==> src/acs_pkg.sv <==
// constants, register map and state codes for the calibration sequencer
// assumes one 10 MHz clock domain and an AXI4-Lite master on the register side
// Operation
// - request rising edge clears the calibration correction register
// - calibration sequence starts on the request falling edge
// - whole sequence including output latency ends within 32,775 cycles
// - busy flag high for the sequence up to the seven-cycle output latency, low from then on
// - data outputs forced to zero while calibrating
// - analog inputs ignored while calibrating
// - first valid word seven cycles after busy falls
// - after power-on wait 2^21 cycles, then calibrate automatically
// - strap decode: reference gives 2Vp-p, ground 4Vp-p, supply external
// - format input high gives two's complement, low offset binary
// - output-float input high floats data outputs, low drives them
// - over-range flag travels with the data word of its sample
// - each sample is taken on the rising clock edge
package acs_pkg;

  localparam int unsigned CLK_HZ        = 10_000_000;
  localparam int unsigned DATA_W        = 14;
  localparam int unsigned CNT_W         = 22;
  localparam int unsigned ADDR_W        = 8;

  // cycle figures
  localparam int unsigned REQ_MIN_CYC   = 2;
  localparam int unsigned CAL_TOTAL_CYC = 32_775;
  localparam int unsigned VALID_LAT_CYC = 7;
  localparam int unsigned POR_CYC       = 2 ** 21;
  localparam int unsigned PIPE_LAT_CYC  = 6;

  // register byte addresses
  localparam logic [ADDR_W-1:0] REG_STATUS = 8'h00;
  localparam logic [ADDR_W-1:0] REG_MASK   = 8'h04;
  localparam logic [ADDR_W-1:0] REG_INFO   = 8'h08;
  localparam logic [ADDR_W-1:0] REG_CORR   = 8'h0C;

  // event bits of status and mask
  localparam int unsigned EV_W         = 3;
  localparam int unsigned EV_CAL_START = 0;
  localparam int unsigned EV_CAL_DONE  = 1;
  localparam int unsigned EV_OVR       = 2;
  localparam logic [EV_W-1:0] EV_RESET = 3'h0;

  // range strap level codes
  localparam logic [1:0] STRAP_GND = 2'h0;
  localparam logic [1:0] STRAP_REF = 2'h1;
  localparam logic [1:0] STRAP_SUP = 2'h2;

  localparam logic [1:0] RESP_OKAY   = 2'h0;
  localparam logic [1:0] RESP_SLVERR = 2'h2;

  typedef enum logic [4:0] {
    ST_POR    = 5'h01,
    ST_RUN    = 5'h02,
    ST_ARM    = 5'h04,
    ST_CAL    = 5'h08,
    ST_SETTLE = 5'h10
  } acs_state_e;

endpackage : acs_pkg

==> src/acs_top.sv <==
// calibration sequencer, output formatting and register slave of the converter
// assumes pins pass through two flops; sample and trim words share aclk
`timescale 1ns/1ps
module acs_top #(
  parameter int unsigned POR_CYCLES = acs_pkg::POR_CYC,
  parameter int unsigned CAL_CYCLES = acs_pkg::CAL_TOTAL_CYC
) (
  // clock and reset
  input  wire logic                        aclk,
  input  wire logic                        aresetn,
  // axi4-lite write
  input  wire logic [acs_pkg::ADDR_W-1:0]  s_axi_awaddr,
  input  wire logic                        s_axi_awvalid,
  output logic                             s_axi_awready,
  input  wire logic [31:0]                 s_axi_wdata,
  input  wire logic [3:0]                  s_axi_wstrb,
  input  wire logic                        s_axi_wvalid,
  output logic                             s_axi_wready,
  output logic [1:0]                       s_axi_bresp,
  output logic                             s_axi_bvalid,
  input  wire logic                        s_axi_bready,
  // axi4-lite read
  input  wire logic [acs_pkg::ADDR_W-1:0]  s_axi_araddr,
  input  wire logic                        s_axi_arvalid,
  output logic                             s_axi_arready,
  output logic [31:0]                      s_axi_rdata,
  output logic [1:0]                       s_axi_rresp,
  output logic                             s_axi_rvalid,
  input  wire logic                        s_axi_rready,
  // control pins
  input  wire logic                        cal_req,
  input  wire logic                        twos_complement_select,
  input  wire logic                        output_float,
  input  wire logic [1:0]                  range_strap,
  // converter core
  input  wire logic [acs_pkg::DATA_W-1:0]  sample_word,
  input  wire logic                        sample_over,
  input  wire logic [acs_pkg::DATA_W-1:0]  cal_trim,
  output logic                             input_enable,
  output logic                             ref_internal_on,
  output logic                             range_4v,
  // data side
  output logic [acs_pkg::DATA_W-1:0]       data_out,
  output logic                             data_oe_n,
  output logic                             over_range_flag,
  output logic                             cal_busy,
  output logic                             irq
);

  localparam int unsigned DW       = acs_pkg::DATA_W;
  localparam int unsigned PL       = acs_pkg::PIPE_LAT_CYC;
  localparam int unsigned BUSY_CYC = CAL_CYCLES - acs_pkg::VALID_LAT_CYC;
  localparam int          VLAST    = acs_pkg::VALID_LAT_CYC - 1;

  function automatic logic [DW-1:0] fmt_word(input logic [DW-1:0] w, input logic twos);
    fmt_word = twos ? {~w[DW-1], w[DW-2:0]} : w;
  endfunction : fmt_word

  // pin synchronisers: cal_req, format, float, strap[1:0]
  logic [4:0] sync1_q, sync2_q;
  logic       req3_q;
  logic       rise_w, fall_w;
  always_ff @(posedge aclk) begin
    if (!aresetn) begin
      sync1_q <= 5'h00;
      sync2_q <= 5'h00;
      req3_q  <= 1'b0;
    end else begin
      sync1_q <= {range_strap, output_float, twos_complement_select, cal_req};
      sync2_q <= sync1_q;
      req3_q  <= sync2_q[0];
    end
  end
  assign rise_w = sync2_q[0] & ~req3_q;
  assign fall_w = ~sync2_q[0] & req3_q;

  // sequencer
  acs_pkg::acs_state_e state_q, state_d;
  logic [acs_pkg::CNT_W-1:0] cnt_q, cnt_d;
  logic [DW-1:0]             corr_q, corr_d;
  logic                      ev_start, ev_done;
  always_comb begin
    state_d  = state_q;
    cnt_d    = cnt_q + 1'b1;
    corr_d   = corr_q;
    ev_start = 1'b0;
    ev_done  = 1'b0;
    if (rise_w) begin
      state_d = acs_pkg::ST_ARM;
      corr_d  = '0;
      cnt_d   = '0;
    end else begin
      case (state_q)
        acs_pkg::ST_POR: begin
          if (cnt_q == acs_pkg::CNT_W'(POR_CYCLES - 1)) begin
            state_d  = acs_pkg::ST_CAL;
            cnt_d    = '0;
            ev_start = 1'b1;
          end
        end
        acs_pkg::ST_RUN: begin
          cnt_d = '0;
        end
        acs_pkg::ST_ARM: begin
          cnt_d = '0;
          if (fall_w) begin
            state_d  = acs_pkg::ST_CAL;
            ev_start = 1'b1;
          end
        end
        acs_pkg::ST_CAL: begin
          if (cnt_q == acs_pkg::CNT_W'(BUSY_CYC - 1)) begin
            state_d = acs_pkg::ST_SETTLE;
            cnt_d   = '0;
            corr_d  = cal_trim;
          end
        end
        acs_pkg::ST_SETTLE: begin
          if (cnt_q == acs_pkg::CNT_W'(VLAST)) begin
            state_d = acs_pkg::ST_RUN;
            cnt_d   = '0;
            ev_done = 1'b1;
          end
        end
        default: begin
          state_d = acs_pkg::ST_POR;
          cnt_d   = '0;
        end
      endcase
    end
  end
  always_ff @(posedge aclk) begin
    if (!aresetn) begin
      state_q <= acs_pkg::ST_POR;
      cnt_q   <= '0;
      corr_q  <= '0;
    end else begin
      state_q <= state_d;
      cnt_q   <= cnt_d;
      corr_q  <= corr_d;
    end
  end

  // conversion pipeline: {over, word} per stage
  logic [DW:0] pipe_q [PL];
  logic [DW:0] pipe_d [PL];
  logic        in_en_d;
  always_comb begin
    // armed or calibrating: analog side is disconnected
    in_en_d = (state_d != acs_pkg::ST_ARM) && (state_d != acs_pkg::ST_CAL);
    pipe_d[0] = in_en_d ? {sample_over, DW'(sample_word + corr_q)} : '0;
    for (int i = 1; i < PL; i++) begin
      pipe_d[i] = pipe_q[i-1];
    end
  end
  always_ff @(posedge aclk) begin
    for (int i = 0; i < PL; i++) begin
      if (!aresetn) begin
        pipe_q[i] <= '0;
      end else begin
        pipe_q[i] <= pipe_d[i];
      end
    end
  end

  // outputs and strap capture
  logic [DW-1:0] data_d;
  logic          ovr_d, busy_d, valid_d;
  logic          strap_done_q, ref_int_d, range4_d, strap_done_d;
  always_comb begin
    valid_d = (state_d == acs_pkg::ST_RUN);
    busy_d  = (state_d == acs_pkg::ST_CAL);
    data_d  = valid_d ? fmt_word(pipe_q[PL-1][DW-1:0], sync2_q[1]) : '0;
    ovr_d   = valid_d & pipe_q[PL-1][DW];
    ref_int_d    = ref_internal_on;
    range4_d     = range_4v;
    strap_done_d = strap_done_q;
    // strap is sampled once, after the synchroniser has filled
    if (!strap_done_q && cnt_q == acs_pkg::CNT_W'(acs_pkg::REQ_MIN_CYC)) begin
      strap_done_d = 1'b1;
      ref_int_d    = (sync2_q[4:3] != acs_pkg::STRAP_SUP);
      range4_d     = (sync2_q[4:3] == acs_pkg::STRAP_GND);
    end
  end
  always_ff @(posedge aclk) begin
    if (!aresetn) begin
      data_out        <= '0;
      over_range_flag <= 1'b0;
      cal_busy        <= 1'b0;
      input_enable    <= 1'b1;
      data_oe_n       <= 1'b1;
      strap_done_q    <= 1'b0;
      ref_internal_on <= 1'b1;
      range_4v        <= 1'b0;
    end else begin
      data_out        <= data_d;
      over_range_flag <= ovr_d;
      cal_busy        <= busy_d;
      input_enable    <= in_en_d;
      data_oe_n       <= sync2_q[2];
      strap_done_q    <= strap_done_d;
      ref_internal_on <= ref_int_d;
      range_4v        <= range4_d;
    end
  end

  // register slave
  logic [acs_pkg::EV_W-1:0]   status_q, status_d, mask_q, mask_d, ev_w;
  logic                       awh_q, awh_d, wh_q, wh_d, bv_d, awr_d, wr_d;
  logic [acs_pkg::ADDR_W-1:0] awa_q, awa_d;
  logic [31:0]                wd_q, wd_d, rd_d;
  logic [3:0]                 ws_q, ws_d;
  logic [1:0]                 br_d, rr_d;
  logic                       rv_d, arr_d, do_wr, irq_d;
  always_comb begin
    ev_w = '0;
    ev_w[acs_pkg::EV_CAL_START] = ev_start;
    ev_w[acs_pkg::EV_CAL_DONE]  = ev_done;
    ev_w[acs_pkg::EV_OVR]       = ovr_d & ~over_range_flag;
    awh_d = awh_q | (s_axi_awvalid & s_axi_awready);
    awa_d = (s_axi_awvalid & s_axi_awready) ? s_axi_awaddr : awa_q;
    wh_d  = wh_q | (s_axi_wvalid & s_axi_wready);
    wd_d  = (s_axi_wvalid & s_axi_wready) ? s_axi_wdata : wd_q;
    ws_d  = (s_axi_wvalid & s_axi_wready) ? s_axi_wstrb : ws_q;
    bv_d  = s_axi_bvalid & ~s_axi_bready;
    br_d  = s_axi_bresp;
    do_wr = awh_d & wh_d & ~bv_d;
    status_d = status_q;
    mask_d   = mask_q;
    if (do_wr) begin
      awh_d = 1'b0;
      wh_d  = 1'b0;
      bv_d  = 1'b1;
      br_d  = acs_pkg::RESP_OKAY;
      case (awa_d)
        acs_pkg::REG_STATUS: begin
          if (ws_d[0]) status_d = status_q & ~wd_d[acs_pkg::EV_W-1:0];
        end
        acs_pkg::REG_MASK: begin
          if (ws_d[0]) mask_d = wd_d[acs_pkg::EV_W-1:0];
        end
        acs_pkg::REG_INFO, acs_pkg::REG_CORR: begin
          br_d = acs_pkg::RESP_OKAY;
        end
        default: begin
          br_d = acs_pkg::RESP_SLVERR;
        end
      endcase
    end
    // a new event beats a clear in the same cycle
    status_d = status_d | ev_w;
    irq_d    = |(status_d & mask_d);
    awr_d    = ~awh_d & ~bv_d;
    wr_d     = ~wh_d & ~bv_d;
    rv_d     = s_axi_rvalid & ~s_axi_rready;
    rd_d     = s_axi_rdata;
    rr_d     = s_axi_rresp;
    if (s_axi_arvalid & s_axi_arready) begin
      rv_d = 1'b1;
      rr_d = acs_pkg::RESP_OKAY;
      case (s_axi_araddr)
        acs_pkg::REG_STATUS: rd_d = 32'(status_q);
        acs_pkg::REG_MASK:   rd_d = 32'(mask_q);
        acs_pkg::REG_INFO:   rd_d = 32'({strap_done_q, range_4v, ref_internal_on,
                                         cal_busy, state_q});
        acs_pkg::REG_CORR:   rd_d = 32'(corr_q);
        default: begin
          rd_d = 32'h0000_0000;
          rr_d = acs_pkg::RESP_SLVERR;
        end
      endcase
    end
    arr_d = ~rv_d;
  end
  always_ff @(posedge aclk) begin
    if (!aresetn) begin
      status_q      <= acs_pkg::EV_RESET;
      mask_q        <= acs_pkg::EV_RESET;
      awh_q         <= 1'b0;
      wh_q          <= 1'b0;
      awa_q         <= '0;
      wd_q          <= 32'h0000_0000;
      ws_q          <= 4'h0;
      s_axi_awready <= 1'b0;
      s_axi_wready  <= 1'b0;
      s_axi_bvalid  <= 1'b0;
      s_axi_bresp   <= acs_pkg::RESP_OKAY;
      s_axi_arready <= 1'b0;
      s_axi_rvalid  <= 1'b0;
      s_axi_rdata   <= 32'h0000_0000;
      s_axi_rresp   <= acs_pkg::RESP_OKAY;
      irq           <= 1'b0;
    end else begin
      status_q      <= status_d;
      mask_q        <= mask_d;
      awh_q         <= awh_d;
      wh_q          <= wh_d;
      awa_q         <= awa_d;
      wd_q          <= wd_d;
      ws_q          <= ws_d;
      s_axi_awready <= awr_d;
      s_axi_wready  <= wr_d;
      s_axi_bvalid  <= bv_d;
      s_axi_bresp   <= br_d;
      s_axi_arready <= arr_d;
      s_axi_rvalid  <= rv_d;
      s_axi_rdata   <= rd_d;
      s_axi_rresp   <= rr_d;
      irq           <= irq_d;
    end
  end
endmodule : acs_top

==> config.mk <==
export PLATFORM = sky130hd
export DESIGN_NAME = acs_top
export DESIGN_NICKNAME = d
export VERILOG_FILES = /design/src/acs_pkg.sv /design/src/acs_top.sv
export SDC_FILE = /design/constraint.sdc
export NUM_CORES = 1
export LEC_CHECK = 0
export BUFFER_PORTS_ARGS = -buffer_cell sky130_fd_sc_hd__buf_2
export CAP_MARGIN = 0
export CELL_PAD_IN_SITES_DETAIL_PLACEMENT = 0
export CELL_PAD_IN_SITES_GLOBAL_PLACEMENT = 1
export CORE_MARGIN = 10
export CORE_UTILIZATION = 30
export CTS_CLUSTER_SIZE = 24
export DETAILED_ROUTE_END_ITERATION = 8
export PLACE_DENSITY_LB_ADDON = 0.25
export SYNTH_ARGS = -nofsm -noshare
export SYNTH_HDL_FRONTEND = slang
export SYNTH_SLANG_ARGS = --single-unit
==> constraint.sdc <==
create_clock -name aclk -period 6.9 [get_ports aclk]
set_input_delay 0.69 -clock aclk [delete_from_list [all_inputs] [get_ports aclk]]
set_output_delay 0.69 -clock aclk [all_outputs]
set_load 0.005 [all_outputs]
# Word-level counts from Yosys, hierarchy flattened
# Memories as Yosys holds them, arrays and structs flattened.
# Cells that the tools add are included.
dict set report totals {
  ramBits 90
  n_memories 1
  input_bits 93
  regBits 135
  output_inout_bits 62
}
dict set report classes {
  add_sub_neg 2
  bitwise 37
  eq_ne 20
  mux 43
  n_reduce_logical 12
}
# name depth width rd rd_ports_with_merged_regs write_ports line
set mem_list {}
lappend mem_list {pipe_q 6 15 6 0 6 acs_top.sv:145} ;# logic [DW:0] pipe_q [PL];
# op n
set ops {}
lappend ops {{15-bit 2-to-1 mux} 7}
lappend ops {{22-bit 2-to-1 mux} 3}
lappend ops {{22-bit one-hot mux with 3 select lines} 1}
lappend ops {{14-bit one-hot mux with 4 select lines} 1}
lappend ops {{8-bit by 4-bit equality test with 1-bit output (second input constant)} 4}
lappend ops {{5-bit 2-to-1 mux} 5}
lappend ops {{5-bit one-hot mux with 5 select lines} 1}
lappend ops {{22-bit by 1-bit adder with 22-bit output (second input constant)} 1}
lappend ops {{22-bit by 15-bit equality test with 1-bit output (second input constant)} 1}
lappend ops {{22-bit by 2-bit equality test with 1-bit output (second input constant)} 1}
lappend ops {{22-bit by 21-bit equality test with 1-bit output (second input constant)} 1}
lappend ops {{22-bit by 3-bit equality test with 1-bit output (second input constant)} 1}
lappend ops {{3-bit 2-to-1 mux} 7}
lappend ops {{8-bit by 3-bit equality test with 1-bit output (second input constant)} 2}
lappend ops {{8-bit zero test} 2}
lappend ops {{14-bit adder} 1}
lappend ops {{14-bit 2-to-1 mux} 1}
lappend ops {{1-bit bitwise AND} 13}
lappend ops {{1-bit 2-to-1 mux} 13}
lappend ops {{1-bit inverter} 12}
lappend ops {{5-bit by 2-bit equality test with 1-bit output (second input constant)} 2}
lappend ops {{5-bit by 4-bit equality test with 1-bit output (second input constant)} 2}
lappend ops {{8-bit 2-to-1 mux} 1}
lappend ops {{1-bit OR} 8}
lappend ops {{other kinds (18)} 23}

# Logic depth before layout (Yosys ltp)
dict set report depth {
  depth_word 11
  depth_mapped 10
  ltp_nobuf 10
}

# Least setup slack after synthesis
# No wires, ideal clock.
dict set report synth_timing {
  path_type {input-to-reg}
  from {input port s_axi_awvalid}
  to {register irq}
  setup_time_ps 122
  path_buffers 1
  slack_ps 4453
  t_arrival_ps 2325
  cell_stages 8
  cell_sequence {and2_1 -> clkbuf_1 -> mux2i_1 -> and3_1 -> nand2_1 -> o21a_1 -> a41o_1 -> a221o_1}
}
dict set report synth_via {
  elab_chain_cells 8
}
# element line
set synth_rtl {}
lappend synth_rtl {{start, declared} acs_top.sv:13} ;# input wire logic s_axi_awvalid,
lappend synth_rtl {{1-bit bitwise AND *} {acs_top.sv:220, acs_top.sv:221}}
lappend synth_rtl {{8-bit 2-to-1 mux / 1-bit OR (equally long branches)} {acs_top.sv:221, acs_top.sv:220}}
lappend synth_rtl {{8-bit zero test / 1-bit bitwise AND (equally long branches)} {acs_top.sv:235, acs_top.sv:227}}
lappend synth_rtl {{3-bit 2-to-1 mux / 1-bit bitwise AND (equally long branches)} {acs_top.sv:235, acs_top.sv:227}}
lappend synth_rtl {{3-bit 2-to-1 mux} acs_top.sv:230} ;# if (do_wr) begin
lappend synth_rtl {{3-bit OR} acs_top.sv:251} ;# status_d = status_d | ev_w;
lappend synth_rtl {{3-bit bitwise AND *} acs_top.sv:252} ;# irq_d = |(status_d & mask_d);
lappend synth_rtl {{3-bit OR reduction *} acs_top.sv:252}
lappend synth_rtl {{end signal, assigned} acs_top.sv:309} ;# irq <= irq_d;
lappend synth_rtl {{end, declared} acs_top.sv:47} ;# output logic irq
# Mark *: on every way between the ends. The rest lies on a longest branch, timed or not.
# A chain may end at the register's enable or synchronous reset.

# Final worst setup path
dict set report layout_timing {
  from {register cnt_q[5] (netlist name)}
  to {register cnt_q[7] (netlist name)}
}
dict set report layout_via {
  elab_chain_cells 3
}
# element line
set layout_rtl {}
lappend layout_rtl {{start, declared} acs_top.sv:79} ;# logic [acs_pkg::CNT_W-1:0] cnt_q, cnt_d;
lappend layout_rtl {{start signal, assigned} acs_top.sv:139} ;# cnt_q <= cnt_d;
lappend layout_rtl {{22-bit by 1-bit adder with 22-bit output, or another cell as far along} acs_top.sv:84} ;# cnt_d = cnt_q + 1'b1;
lappend layout_rtl {{22-bit 2-to-1 mux (on tied branches)} {acs_top.sv:119, acs_top.sv:95, acs_top.sv:112}}
lappend layout_rtl {{22-bit one-hot mux with 3 select lines *} acs_top.sv:93} ;# case (state_q)
# Marked as above.

==> results.sh <==
export IMPL_ys_flop_type="dfxtp_1"
export IMPL_hold_class="in -> reg"
export IMPL_grt_max_degree=74
export IMPL_insertion_delay_ns=0.50
export IMPL_crit_chain="nand4_1 -> nor2_1 -> nand3_1 -> nor4_1 -> o22ai_1 -> o21ai_2 -> nor2_1"
export IMPL_area_growth_pct=19.8
export IMPL_clock_fmax_mhz=356
export IMPL_power_density_nw_per_um2=276
export IMPL_die_h_um=179
export IMPL_p_sw_share_pct=21.2
export IMPL_arrival_ns=3.15
export IMPL_num_vias=5198
export IMPL_place_gp_congestion=0.762
export IMPL_num_io_pins=155
export IMPL_rsz0062_at_grt="false"
export IMPL_core_area_sq_um=25000
export IMPL_setup_violations=0
export IMPL_reg2reg_from="cnt_q[5]$_SDFF_PP0_"
export IMPL_holdBufCountCts=0
export IMPL_drt_iter0_drc=271
export IMPL_cp_num_buf_inv=0
export IMPL_worstHoldStart="output_float"
export IMPL_yosysUniqueCellTypes=62
export IMPL_cts_resized_gates=0
export IMPL_postCtsSetupBuffers=0
export IMPL_path_class="reg -> reg"
export IMPL_syn_avg_cell_area_sq_um=9.83
export IMPL_worstPathMaxFanout=21
export IMPL_clockBufferDepth=3
export IMPL_antenna_cells=0
export IMPL_nets=981
export IMPL_crit_path_top_delay_cell="o21ai_2"
export IMPL_switchingPower_uw=528
export IMPL_row_count=58
export IMPL_p_comb_share_pct=4.5
export IMPL_hold_viol=0
export IMPL_yosys_warnings=0
export IMPL_antenna_found_initial=0
export IMPL_cts_root_buf="clkbuf_16"
export IMPL_die_area_sq_um=31900
export IMPL_overflow=0
export IMPL_critPathLaunch="cnt_q[5]$_SDFF_PP0_"
export IMPL_cp_end_kind="flip-flop"
export IMPL_globalRouteTotalUtil_pct=10.3
export IMPL_cts_sinks=205
export IMPL_syn_cell_area_sq_um=7550
export IMPL_crit_family="simple AND/OR/NAND/NOR gates"
export IMPL_clk_pin_slew_worst_paths_ns=0.06
export IMPL_die_x_um=179
export IMPL_wl_per_cell_um=13.8
export IMPL_start_util_pct=30.2
export IMPL_post_route_cell_area_sq_um=9040
export IMPL_grt_pass1_wl_mm=26.8
export IMPL_numCtsBuffers=23
export IMPL_peakVddDrop_mv=0.144
export IMPL_portBuffers=102
export IMPL_drc=0
export IMPL_async_flop_share_pct=0
export IMPL_cts_tree="yes"
export IMPL_post_route_min_period_ns=2.81
export IMPL_p_clk_share_pct=46.5
export IMPL_worstMarginPinSlew_ns=1.12
export IMPL_ant_nets=0
export IMPL_viasPerCell=4.28
export IMPL_period_share_pct=40.8
export IMPL_clock_skew_ns=0.0160
export IMPL_fillerInstances=2601
export IMPL_maxSlewViolCount=0
export IMPL_status="complete, no violations"
export IMPL_p_leak_uw=0.00377
export IMPL_syn_inst=768
export IMPL_required_ns=7.23
export IMPL_wirelength_mm=16.8
export IMPL_fin_setup_tns_ns=0
export IMPL_max_stage_delay_ns=0.74
export IMPL_seqPwrFrac_pct=49.0
export IMPL_htree_levels=1
export IMPL_cp_common_cell="nor2_1"
export IMPL_first_pass_iters=4
export IMPL_grt_pass1_vias=5026
export IMPL_synth_edff_count=0
export IMPL_p_int_uw=1970
export IMPL_seq_area_sq_um=4100
export IMPL_post_dp_cell_area_sq_um=8320
export IMPL_cap_violations=0
export IMPL_drive_gt1_share_pct=16.9
export IMPL_dp_hpwl_mm=12.2
export IMPL_multi_input_area_sq_um=3210
export IMPL_relSlewSlack_pct=25.5
export IMPL_crit_path_start_kind="flip-flop"
export IMPL_synth_seq_cells=205
export IMPL_ys_seq_area_share_pct=54.3
==> cells by family after synthesis <==
logic type / count (synthesis) / share of synthesized area, %
flops: 205 / 54.3
simple gates: 345 / 24.1
buf+inv: 61 / 4.19
other cells: 1 / 0.0497
fa+ha+maj: 16 / 2.75
compound gates: 92 / 8.15
mux: 17 / 2.78
xor+xnor: 31 / 3.60
==> routing by layer <==
layer	global-route usage [%]	wire [um]	vias up
met5	0	0	-
met4	3.65	416	0
met3	2.70	1090	29
met2	14.8	6870	120
met1	14.6	8390	2310
li1	-	-	2739
==> through the flow <==
stage,setup WS (ns),total power (uW),cells,utilization (%),hold slack [ns]
3_3_place_gp,3.96,1360,1177,33.3,0.390
3_5_place_dp,3.95,1360,1177,33.3,0.392
6_report,4.09,2500,1214,36.2,0.391
4_1_cts,4.07,2540,1214,36.2,0.372
2_1_floorplan,4.45,1320,787,-,0.386
5_1_grt,3.79,2600,1214,36.2,0.385
==> cells in the mapped netlist (9+ instances only) <==
cell	number	area (sq um)
nand2_1	74	278
buf_4	20	150
nand2b_1	11	68.8
dfxtp_1	205	4100
nor3_1	9	45.0
mux2i_1	12	120
nor2_1	59	221
a21oi_1	26	130
xor2_1	17	149
o21ai_0	15	75.1
and2_1	117	732
nand3_1	15	75.1
inv_1	14	52.6
ha_1	15	188
nor2b_1	17	106
xnor2_1	14	123
nor4_1	11	68.8
clkbuf_1	20	75.1
==> flip-flops by register name, indices dropped and copies added (netlist names), 3 cells and up <==
signal and count:
sync1_q 5, sync2_q 5, state_q 5, mask_q 3, corr_q 14, wd_q 3
status_q 3, cnt_q 22, pipe_q 90, awa_q 8, data_out 14, s_axi_rdata 14
==> power by group through the flow <==
stage	sequential [uW]	combinational, uW	clock, uW
after floorplan	1250	79.0	0
after CTS	1220	115	1200
after global placement	1250	115	0
after detailed placement	1250	115	0
after global routing	1220	128	1250
final	1220	113	1160
==> final cells by class <==
cell class,instances,share of cell area (%)
Sequential cell,205,45.4
Multi-Input combinational cell,521,35.5
Clock buffer,34,7.49
Timing Repair Buffer,106,5.98
Tap cell,330,4.57
Inverter,15,0.623
Clock inverter,3,0.512
==> cells in the final DEF, fill, tap and decap left out, types with 3 or more instances in the layout <==
cell type	instances
a21boi_0	6
a21o_1	3
a21oi_1	26
a22oi_1	3
a31oi_1	3
a32oi_1	5
and2_1	117
and3_1	8
buf_2	102
buf_4	4
clkbuf_1	5
clkbuf_16	23
clkbuf_8	6
conb_1	20
dfxtp_1	205
ha_1	15
inv_1	14
mux2i_1	12
mux4_2	3
nand2_1	74
nand2b_1	11
nand3_1	15
nand4_1	8
nor2_1	59
nor2b_1	17
nor3_1	9
nor4_1	11
o211ai_1	4
o21a_1	5
o21ai_0	15
o31ai_1	3
or3_1	4
or4_1	3
xnor2_1	14
xor2_1	17
==> worst paths after layout <==
path	endpoint	slack, ns	depth (start not counted)
max reg2reg	cnt_q[7]$_SDFF_PP0_	4.09	7
min reg2reg	data_oe_n$_SDFF_PN1_	0.41	1
max	cnt_q[7]$_SDFF_PP0_	4.09	7
min	sync1_q[2]$_SDFF_PN0_	0.39	2
Power figures use the tool's default switching activity.
